## config.mk

```make
export PLATFORM = sky130hd
export DESIGN_NAME = dca_top
export DESIGN_NICKNAME = d
export VERILOG_FILES = /design/src/verilog/dca_pkg.sv /design/src/verilog/dca_decim.sv /design/src/verilog/dca_top.sv
export SDC_FILE = /design/constraint.sdc
export NUM_CORES = 2
export LEC_CHECK = 0
export ABC_AREA = 1
export BUFFER_PORTS_ARGS = -buffer_cell sky130_fd_sc_hd__buf_2
export CORE_MARGIN = 3
export CORE_UTILIZATION = 54
export DETAILED_ROUTE_END_ITERATION = 10
export PLACE_DENSITY = 0.76
export SLEW_MARGIN = 20
export SYNTH_ARGS = -nofsm -noshare
export SYNTH_HDL_FRONTEND = slang
export SYNTH_SLANG_ARGS = --single-unit
```

## constraint.sdc

```tcl
create_clock -name clk_sys -period 34.4 [get_ports clk_sys]
set_clock_uncertainty 0.05 [all_clocks]
set_input_delay 6.88 -clock clk_sys [delete_from_list [all_inputs] [get_ports clk_sys]]
set_output_delay 6.88 -clock clk_sys [all_outputs]
set_load 0.005 [all_outputs]
```

## src/verilog/dca_pkg.sv

```systemverilog
// Package of shared constants for the dual-channel decimation and angle core.
// Assumes a single 50 MHz system clock and no software-visible registers.
package dca_pkg;

	// System clock and modulator bit rate
	localparam int unsigned SYS_CLK_HZ  = 50_000_000;
	localparam int unsigned BIT_RATE_HZ = 500_000;
	localparam int unsigned BIT_DIV     = SYS_CLK_HZ / BIT_RATE_HZ;
	localparam int unsigned BIT_HALF    = BIT_DIV / 2;

	// Decimation and word widths
	localparam int unsigned OSR      = 128;
	localparam int unsigned OSR_LOG2 = 7;
	localparam int unsigned WORD_W   = 15;
	localparam int unsigned ACC_W    = 24;
	localparam int unsigned ORDER    = 3;

	// Angle datapath
	localparam int unsigned ANGLE_W = 13;
	localparam int unsigned XY_W    = 18;
	localparam int unsigned Z_W     = 16;
	localparam int unsigned ITERS   = 14;
	localparam logic [15:0] Z_HALF  = 16'h8000;

	// Output code bands: 5 % .. 95 % for angles, 0 for irregular input
	localparam logic [12:0] CODE_LO   = 13'h019a;
	localparam logic [12:0] CODE_HI   = 13'h1e66;
	localparam logic [12:0] CODE_SPAN = 13'h1ccc;
	localparam logic [12:0] CODE_DIAG = 13'h0000;

	// Magnitude below which the magnet is taken as lost
	localparam logic [17:0] LOST_MAG_DEF = 18'h00b4b;

	// Response time bound, in ns, and its cycle count
	localparam longint unsigned RESP_MAX_NS  = 1_200_000;
	localparam longint unsigned CLK_PERIOD_NS = 1_000_000_000 / SYS_CLK_HZ;
	localparam int unsigned     RESP_MAX_CYC = int'(RESP_MAX_NS / CLK_PERIOD_NS);

	// Controller states, Gray coded along the path
	typedef enum logic [1:0] {
		DCA_IDLE = 2'b00,
		DCA_PRE  = 2'b01,
		DCA_ITER = 2'b11,
		DCA_MAP  = 2'b10
	} dca_fsm_t;

	// Arctangent of 2^-i, one full turn being 2^16
	function automatic logic [15:0] dca_atan(input logic [3:0] i);
		logic [15:0] r;
		r = 16'h0000;
		unique case (i)
			4'h0: r = 16'h2000;
			4'h1: r = 16'h12e4;
			4'h2: r = 16'h09fb;
			4'h3: r = 16'h0511;
			4'h4: r = 16'h028b;
			4'h5: r = 16'h0146;
			4'h6: r = 16'h00a3;
			4'h7: r = 16'h0051;
			4'h8: r = 16'h0029;
			4'h9: r = 16'h0014;
			4'ha: r = 16'h000a;
			4'hb: r = 16'h0005;
			4'hc: r = 16'h0003;
			4'hd: r = 16'h0001;
			default: r = 16'h0000;
		endcase
		return r;
	endfunction

endpackage

```

## src/verilog/dca_decim.sv

```systemverilog
// Third-order comb-integrator decimator for one single-bit stream.
// Assumes bit_en marks a valid input bit and dec_en the last bit of a frame.
`timescale 1ns/1ns
`default_nettype none
module dca_decim (
	// Clock and reset
	input  wire logic                clk_sys,
	input  wire logic                rst_n,
	// Bit stream
	input  wire logic                bit_in,
	input  wire logic                bit_en,
	input  wire logic                dec_en,
	// Filtered word
	output logic signed [14:0]       word_o,
	output logic                     valid_o
);
	typedef struct packed {
		logic signed [2:0][23:0] integ;
		logic signed [2:0][23:0] dly;
		logic signed [14:0]      word;
		logic                    valid;
	} dca_dec_st_t;

	dca_dec_st_t st_ff;
	dca_dec_st_t nxt_st;

	// Integrate every bit, comb and decimate once per frame
	always_comb begin
		logic signed [23:0] c;
		logic signed [23:0] s;
		c = 24'sh000000;
		s = 24'sh000000;
		nxt_st = st_ff;
		nxt_st.valid = 1'b0;
		if (bit_en) begin
			nxt_st.integ[0] = st_ff.integ[0] + (bit_in ? 24'sh000001 : 24'shffffff);
			for (int k = 1; k < dca_pkg::ORDER; k++) begin
				nxt_st.integ[k] = st_ff.integ[k] + st_ff.integ[k-1];
			end
		end
		if (dec_en) begin
			c = nxt_st.integ[dca_pkg::ORDER-1];
			for (int k = 0; k < dca_pkg::ORDER; k++) begin
				nxt_st.dly[k] = c;
				c = c - st_ff.dly[k];
			end
			s = c >>> dca_pkg::OSR_LOG2;
			if (s > 24'sh003fff) begin
				nxt_st.word = 15'sh3fff;
			end else if (s < -24'sh004000) begin
				nxt_st.word = -15'sh4000;
			end else begin
				nxt_st.word = s[14:0];
			end
			nxt_st.valid = 1'b1;
		end
	end

	// State register, private to this channel
	always_ff @(posedge clk_sys or negedge rst_n) begin
		if (!rst_n) begin
			st_ff <= '0;
		end else begin
			st_ff <= nxt_st;
		end
	end

	assign word_o  = st_ff.word;
	assign valid_o = st_ff.valid;

	property p_word_after_frame;
		@(posedge clk_sys) disable iff (!rst_n)
		dec_en |=> valid_o ##1 !valid_o;
	endproperty
	a_word_after_frame: assert property (p_word_after_frame) else $error("word not one pulse after frame");

	property p_valid_cause;
		@(posedge clk_sys) disable iff (!rst_n)
		valid_o |-> $past(dec_en);
	endproperty
	a_valid_cause: assert property (p_valid_cause) else $error("word valid without frame end");
endmodule
`default_nettype wire

```

## src/verilog/dca_top.sv

```systemverilog
// Dual-channel decimation and arctangent angle core with output code mapping.
// Assumes two modulators clocked by mod_clk and an output converter taking dac_code.
// Notes on behaviour
// - Sine and cosine each have their own bit input and their own filter instance.
// - Each filter low-passes its stream and emits one word per 128 input bits.
// - Each filter word is 15 bits wide and comes at about 3.9 kHz.
// - Each word pair is turned into an angle by an iterative shift-and-add arctangent.
// - The angle is kept as a 13-bit word.
// - Each new angle result is handed to the output converter.
// - The angle covers a full turn, 360 degrees, of the measured quantity.
// - The reset input returns filters and angle logic to their initial state.
// - After an input step the output settles within 1.2 ms.
// - Valid angles map to codes between 5 % and 95 % of full scale.
// - The control logic derives modulator clock and filter strobes from the system clock.
`timescale 1ns/1ns
`default_nettype none
module dca_top #(
	parameter int unsigned  RESP_MAX_CYC = dca_pkg::RESP_MAX_CYC,
	parameter logic [17:0]  LOST_MAG_TH  = dca_pkg::LOST_MAG_DEF
) (
	// Clock and reset
	input  wire logic        clk_sys,
	input  wire logic        arst_n,
	// Modulator side
	input  wire logic        sin_bit,
	input  wire logic        cos_bit,
	output logic             mod_clk,
	// Output converter side
	output logic [12:0]      dac_code,
	output logic             dac_load,
	// Observation
	output logic [12:0]      test_observation_output,
	output logic             lost_signal
);
	typedef struct packed {
		logic [6:0]              div_cnt;
		logic                    mclk;
		logic [6:0]              bit_cnt;
		dca_pkg::dca_fsm_t       fsm;
		logic signed [17:0]      x;
		logic signed [17:0]      y;
		logic [15:0]             z;
		logic [3:0]              iter;
		logic signed [14:0]      sin_s;
		logic signed [14:0]      cos_s;
		logic [12:0]             angle;
		logic [12:0]             code;
		logic                    load;
		logic                    lost;
	} dca_st_t;

	dca_st_t            st_ff;
	dca_st_t            nxt_st;
	logic [1:0]         rst_sync_ff;
	logic               rst_n;
	logic               bit_tick;
	logic               dec_tick;
	logic signed [14:0] sin_word;
	logic signed [14:0] cos_word;
	logic               sin_valid;
	logic               cos_valid;

	// Reset release through two flops
	always_ff @(posedge clk_sys or negedge arst_n) begin
		if (!arst_n) begin
			rst_sync_ff <= 2'b00;
		end else begin
			rst_sync_ff <= {rst_sync_ff[0], 1'b1};
		end
	end
	assign rst_n = rst_sync_ff[1];

	// Bit and frame strobes from the divider
	assign bit_tick = (st_ff.div_cnt == 7'(dca_pkg::BIT_DIV - 1));
	assign dec_tick = bit_tick && (st_ff.bit_cnt == 7'(dca_pkg::OSR - 1));

	// One filter per channel
	dca_decim u_dec_sin (
		.clk_sys (clk_sys),
		.rst_n   (rst_n),
		.bit_in  (sin_bit),
		.bit_en  (bit_tick),
		.dec_en  (dec_tick),
		.word_o  (sin_word),
		.valid_o (sin_valid)
	);
	dca_decim u_dec_cos (
		.clk_sys (clk_sys),
		.rst_n   (rst_n),
		.bit_in  (cos_bit),
		.bit_en  (bit_tick),
		.dec_en  (dec_tick),
		.word_o  (cos_word),
		.valid_o (cos_valid)
	);

	// Control, arctangent iterations and output mapping
	always_comb begin
		logic signed [17:0] xs;
		logic signed [17:0] ys;
		logic [25:0]        prod;
		xs = st_ff.x >>> st_ff.iter;
		ys = st_ff.y >>> st_ff.iter;
		prod = 26'(st_ff.angle) * 26'(dca_pkg::CODE_SPAN);
		nxt_st = st_ff;
		nxt_st.load = 1'b0;
		nxt_st.div_cnt = bit_tick ? 7'h00 : st_ff.div_cnt + 7'h01;
		nxt_st.mclk = (nxt_st.div_cnt < 7'(dca_pkg::BIT_HALF));
		if (bit_tick) begin
			nxt_st.bit_cnt = st_ff.bit_cnt + 7'h01;
		end
		unique case (st_ff.fsm)
			dca_pkg::DCA_IDLE: begin
				if (sin_valid && cos_valid) begin
					nxt_st.sin_s = sin_word;
					nxt_st.cos_s = cos_word;
					nxt_st.fsm = dca_pkg::DCA_PRE;
				end
			end
			dca_pkg::DCA_PRE: begin
				// Left half plane is turned by half a turn first
				if (st_ff.cos_s < 0) begin
					nxt_st.x = -18'(st_ff.cos_s);
					nxt_st.y = -18'(st_ff.sin_s);
					nxt_st.z = dca_pkg::Z_HALF;
				end else begin
					nxt_st.x = 18'(st_ff.cos_s);
					nxt_st.y = 18'(st_ff.sin_s);
					nxt_st.z = 16'h0000;
				end
				nxt_st.iter = 4'h0;
				nxt_st.fsm = dca_pkg::DCA_ITER;
			end
			dca_pkg::DCA_ITER: begin
				// Drive y toward zero, summing the turned angle
				if (st_ff.y >= 0) begin
					nxt_st.x = st_ff.x + ys;
					nxt_st.y = st_ff.y - xs;
					nxt_st.z = st_ff.z + dca_pkg::dca_atan(st_ff.iter);
				end else begin
					nxt_st.x = st_ff.x - ys;
					nxt_st.y = st_ff.y + xs;
					nxt_st.z = st_ff.z - dca_pkg::dca_atan(st_ff.iter);
				end
				nxt_st.iter = st_ff.iter + 4'h1;
				if (st_ff.iter == 4'(dca_pkg::ITERS - 1)) begin
					nxt_st.fsm = dca_pkg::DCA_MAP;
				end
			end
			dca_pkg::DCA_MAP: begin
				nxt_st.angle = st_ff.z[15:3];
				nxt_st.lost = (st_ff.x < $signed(LOST_MAG_TH));
				nxt_st.fsm = dca_pkg::DCA_IDLE;
			end
		endcase
		// Code and load pulse leave together with the angle word as the map step ends
		if (st_ff.fsm == dca_pkg::DCA_MAP) begin
			nxt_st.load = 1'b1;
			prod = 26'(st_ff.z[15:3]) * 26'(dca_pkg::CODE_SPAN);
			if (st_ff.x < $signed(LOST_MAG_TH)) begin
				nxt_st.code = dca_pkg::CODE_DIAG;
			end else begin
				nxt_st.code = dca_pkg::CODE_LO + prod[25:13];
			end
		end
	end

	// Single state register
	always_ff @(posedge clk_sys or negedge rst_n) begin
		if (!rst_n) begin
			st_ff <= '0;
		end else begin
			st_ff <= nxt_st;
		end
	end

	assign mod_clk                 = st_ff.mclk;
	assign dac_code                = st_ff.code;
	assign dac_load                = st_ff.load;
	assign test_observation_output = st_ff.angle;
	assign lost_signal             = st_ff.lost;

	// Helper counters for the checks below
	logic [7:0]  chk_bits_ff;
	logic [31:0] chk_gap_ff;
	always_ff @(posedge clk_sys or negedge rst_n) begin
		if (!rst_n) begin
			chk_bits_ff <= 8'h00;
			chk_gap_ff  <= 32'h0;
		end else begin
			chk_bits_ff <= dec_tick ? 8'h00 : chk_bits_ff + 8'(bit_tick);
			chk_gap_ff  <= dac_load ? 32'h0 : chk_gap_ff + 32'h1;
		end
	end

	property p_bit_period;
		@(posedge clk_sys) disable iff (!rst_n)
		bit_tick |-> ##100 bit_tick;
	endproperty
	a_bit_period: assert property (p_bit_period) else $error("bit tick period wrong");

	property p_frame_bits;
		@(posedge clk_sys) disable iff (!rst_n)
		dec_tick |-> chk_bits_ff == 8'(dca_pkg::OSR - 1);
	endproperty
	a_frame_bits: assert property (p_frame_bits) else $error("frame is not 128 bits");

	property p_iter_run;
		@(posedge clk_sys) disable iff (!rst_n)
		st_ff.fsm == dca_pkg::DCA_PRE |=> (st_ff.fsm == dca_pkg::DCA_ITER)[*8];
	endproperty
	a_iter_run: assert property (p_iter_run) else $error("iterations cut short");

	property p_calc_time;
		@(posedge clk_sys) disable iff (!rst_n)
		(sin_valid && st_ff.fsm == dca_pkg::DCA_IDLE) |-> ##[17:17] dac_load;
	endproperty
	a_calc_time: assert property (p_calc_time) else $error("angle not ready in time");

	property p_load_code;
		@(posedge clk_sys) disable iff (!rst_n)
		$changed(dac_code) |-> dac_load;
	endproperty
	a_load_code: assert property (p_load_code) else $error("code changed without load");

	property p_valid_band;
		@(posedge clk_sys) disable iff (!rst_n)
		(dac_load && !$past(st_ff.x < $signed(LOST_MAG_TH)))
			|-> (dac_code >= dca_pkg::CODE_LO && dac_code <= dca_pkg::CODE_HI);
	endproperty
	a_valid_band: assert property (p_valid_band) else $error("valid code outside band");

	property p_diag_band;
		@(posedge clk_sys) disable iff (!rst_n)
		##1 (dac_load && $past(st_ff.x < $signed(LOST_MAG_TH))) |-> dac_code == dca_pkg::CODE_DIAG;
	endproperty
	a_diag_band: assert property (p_diag_band) else $error("lost input not flagged");

	property p_half_span;
		@(posedge clk_sys) disable iff (!rst_n)
		(st_ff.fsm == dca_pkg::DCA_MAP && st_ff.sin_s > 15'sh0040 && st_ff.cos_s > 15'sh0040)
			|=> !st_ff.angle[12];
	endproperty
	a_half_span: assert property (p_half_span) else $error("angle quadrant wrong");

	property p_resp;
		@(posedge clk_sys) disable iff (!rst_n)
		chk_gap_ff <= 32'(RESP_MAX_CYC);
	endproperty
	a_resp: assert property (p_resp) else $error("output not refreshed in time");

	property p_reset_state;
		@(posedge clk_sys) disable iff (!arst_n)
		$rose(rst_n) |-> (st_ff.fsm == dca_pkg::DCA_IDLE && dac_code == 13'h0000 && !dac_load);
	endproperty
	a_reset_state: assert property (p_reset_state) else $error("state not cleared by reset");
endmodule
`default_nettype wire
```

==> flow_summary.ini <==
[status]
outcome = finished, final reports clean

[synth]
synth_warnings = 0
synth_seq_cells = 452
synthXorXnorAreaFrac_pct = 7.002
synth_adder_area_share_pct = 16.45
syn_nets = 5524
synth_area_leader_cell = dfrtp_1
synth_edf_count = 0
synthArstFlopShare_pct = 100.0
syn_area_mm2 = 0.03778
synth_top_family_by_area = simple AND/OR/NAND/NOR gates
seq_area_frac_synth_pct = 29.94
synth_compound_area_share_pct = 18.97
netlist_top_cells_area = dfrtp_1, ha_1, nand2_1
synth_mux_area_share_pct = 0.2650
syn_avg_cell_area_um2 = 7.469
synth_top_area_share_pct = 29.94
ys.flop_type = dfrtp_1
synth-simple-area-share_pct = 19.09
yosysUniqueCellTypes = 74
syn_inst = 5058

[layout]
drive_above_1_share_pct = 4.497
fill_cells = 6340
fin_cells = 5979
nets = 5476
syn_to_final_growth_pct = 6.823
seq_area_mm2 = 0.01132
fin_util_pct = 58.53
n_antenna_cell = 0
multi_input_area_mm2 = 0.02336

[die]
core_area_mm2 = 0.06895
ios = 33
die_w_um = 270.5
start_util_pct = 54.79
placementRows = 96
dieArea_mm2 = 0.07316
die_y_um = 270.5

[critical_path]
path_max_fanout = 23
worstPathCellList = buf_2 > inv_1 > ha_1 > a21oi_1 > nor2_1 > nor2_1 > nor2_1 > nor2_1 > o21ai_0 > nand2_1 > nand2_1 > a21o_1 > a21oi_1 > o21ai_0 > nand3_1 > nand3_1 > nand3_1 > nand2_1
crit_path_end_kind = register
r2r_setup_slack_ns = 25.45
timing.rr.end = u_dec_cos.word_o[1]
cp-start-kind = input pin
worstSetupPathType = in -> reg
cp_slowest_cell = inv_1
worstPathRequired_ns = 34.86
worst_path_largest_cell_delay_ns = 0.59
crit_path_frequent_cell = nor2_1
regToRegStartpoint = st_ff[124]
reg2reg_depth = 38
critical_path_arrival_ns = 9.88

[sta]
slew_headroom_pct = 32.67
rsz0062_at_grt = no
finalHoldViolCount = 0
min_period_ns = 9.418
worstMarginPinSlew_ns = 1.010
holdWs_ns = 0.2793
setup_viol = 0
drv_slew = 0
period_share_pct = 27.38
setup_tns_ns = 0
fmax_mhz = 106.2

[pwr]
clockPowerShare_pct = 47.4
ir_worst_vdd_mv = 0.03340
power_density_mw_per_mm2 = 30.82
leakage_nw = 21.12
p_sw_w = 0.0003075
power_w = 0.001244
intPower_w = 0.0009363
combPwrFrac_pct = 8.8
pwr-share-seq_pct = 43.8
swShare_pct = 24.72

[drt]
antenna_left = 0
dr.pass1.iters = 6
drt_iter0_drc = 2171
vias = 32390
wl_per_cell_um = 14.11
drc = 0
drt-total-wl_mm = 84.39
vias_per_cell = 5.418

[global_route]
grt_pass1_vias = 30800
antenna_found_initial = 0
grt_usage_pct = 23.14
grt-ovfl-total = 0
grt_first_pass_wirelength_mm = 146.6
grt_max_degree = 166

[clock_network]
numCtsBuffers = 51
post_cts_buffers = 0
cts_tree = done
cts_hold_buf = 0
cts_resized = 0
clkSinkCount = 452
cts_max_path_buffers = 3
cts-root-buf = clkbuf_16
h-tree-depth = 2
worstSkewPairLatency_ns = 0.62
clkTransAtPathRegs_ns = 0.06

[placement]
hpwl_mm = 62.74
portBuffers = 32
placed_cells = 5888
place_congestion = 0.9153

[hold_path]
hold_class = reg -> async

[run]
cap_violations = 0
==> sequential cells by signal (all words and copies together), names as in the netlist <==
register,count
u_dec_sin.valid_o,1
test_observation_output,13
dac_code,13
st_ff,102
u_dec_sin.st_ff,144
u_dec_sin.word_o,15
lost_signal,1
mod_clk,1
u_dec_cos.st_ff,144
dac_load,1
rst_sync_ff,2
u_dec_cos.word_o,15
==> logic make-up (layout without fill, tap and decap cells) <==
| kind of cell | after synthesis | after routing |
|---|---|---|
| adders and majority gates | 462 | 462 |
| and+or+nand+nor | 1755 | 1755 |
| DFF | 452 | 452 |
| muxes | 10 | 10 |
| buffers and inverters | 779 | 769 |
| other | 1 | 1 |
| AOI/OAI and AO/OA | 1297 | 1297 |
| xor gates and xnor gates | 302 | 302 |
==> critical path, delay by kind of cell <==
family | cells | cell delay [ns]
buffers and inverters | 2 | 0.70
AND/OR/NAND/NOR | 10 | 0.96
AO/OA/AOI/OAI | 5 | 0.93
adder cells (fa/ha/maj) | 1 | 0.40
==> cell usage after synthesis, drive strengths merged (29+ instances only) <==
master	number
nand2	1157
ha	404
nor3	53
or2	37
a31oi	46
inv	618
xor2	161
dfrtp	452
nor2	277
xnor2	141
clkbuf	89
fa	58
o21ai	586
a21oi	475
buf	70
nand3	175
o21bai	29
==> how the worst max path moves through the flow <==
stage / startpoint / to / slack (ns) / depth (start not counted)
2_1_floorplan: rst_sync_ff[1] / dac_code[0] / 20.82 / 0
3_3_place_gp: sin_bit / u_dec_sin.st_ff[111] / 24.45 / 17
3_5_place_dp: sin_bit / u_dec_sin.st_ff[111] / 24.36 / 17
4_1_cts: sin_bit / u_dec_sin.st_ff[110] / 25.02 / 18
5_1_grt: st_ff[124] / u_dec_cos.word_o[1] / 24.50 / 40
6_report: sin_bit / u_dec_sin.st_ff[110] / 24.98 / 18
==> layout by cell type, fill, tap and decap left out, drive strengths merged, types with 18 or more instances in the layout <==
| master | synthesis | routed |
|---|---|---|
| fa | 58 | 58 |
| nand4 | 26 | 26 |
| clkbuf | 89 | 67 |
| ha | 404 | 404 |
| a21o | 20 | 20 |
| xor2 | 161 | 161 |
| a21boi | 27 | 27 |
| o21ai | 586 | 586 |
| o21bai | 29 | 29 |
| buf | 70 | 58 |
| o31ai | 18 | 18 |
| xnor2 | 141 | 141 |
| o21a | 20 | 20 |
| nand2 | 1157 | 1157 |
| or2 | 37 | 37 |
| nor3 | 53 | 53 |
| a21oi | 475 | 475 |
| nand3 | 175 | 175 |
| a31oi | 46 | 46 |
| dfrtp | 452 | 452 |
| inv | 618 | 620 |
| nor4 | 18 | 18 |
| nor2 | 277 | 277 |
==> area by class of cell <==
type | instances | area share, %
clock inverter | 24 | 0.9178
sequential | 452 | 28.04
inverter | 620 | 5.783
timing repair buffer | 58 | 0.9116
tap | 931 | 2.887
multi-input combinational | 3827 | 57.90
clock buffer | 67 | 3.559
==> power by group through the flow <==
stage,Clock [W],Sequential (W),Combinational (W)
floorplan,0,0.000558,0.0000831
global placement,0,0.000554,0.000106
detailed placement,0,0.000554,0.000109
CTS,0.000606,0.000545,0.000110
global route,0.000624,0.000545,0.000126
finish,0.000590,0.000545,0.000109
==> through the flow <==
stage	setup slack (ns)	instance area (µm²)
after floorplan	20.82	37780
after global placement	24.45	38550
after detailed placement	24.36	38550
after CTS	25.02	40350
after global routing	24.50	40350
final	24.98	40350
==> routing by layer <==
| layer | part of all wire (%) | track usage (%) | routed length [µm] | up-vias |
|---|---|---|---|---|
| met1 | 48 | 32.31 | 40730 | 14970 |
| li1 | - | - | - | 16760 |
| met5 | 0 | 0 | 0 | - |
| met4 | 1.6 | 5.352 | 1391 | 0 |
| met3 | 3.9 | 2.448 | 3264 | 97 |
| met2 | 46 | 38.80 | 39000 | 574 |
Power figures use the tool's default switching activity.
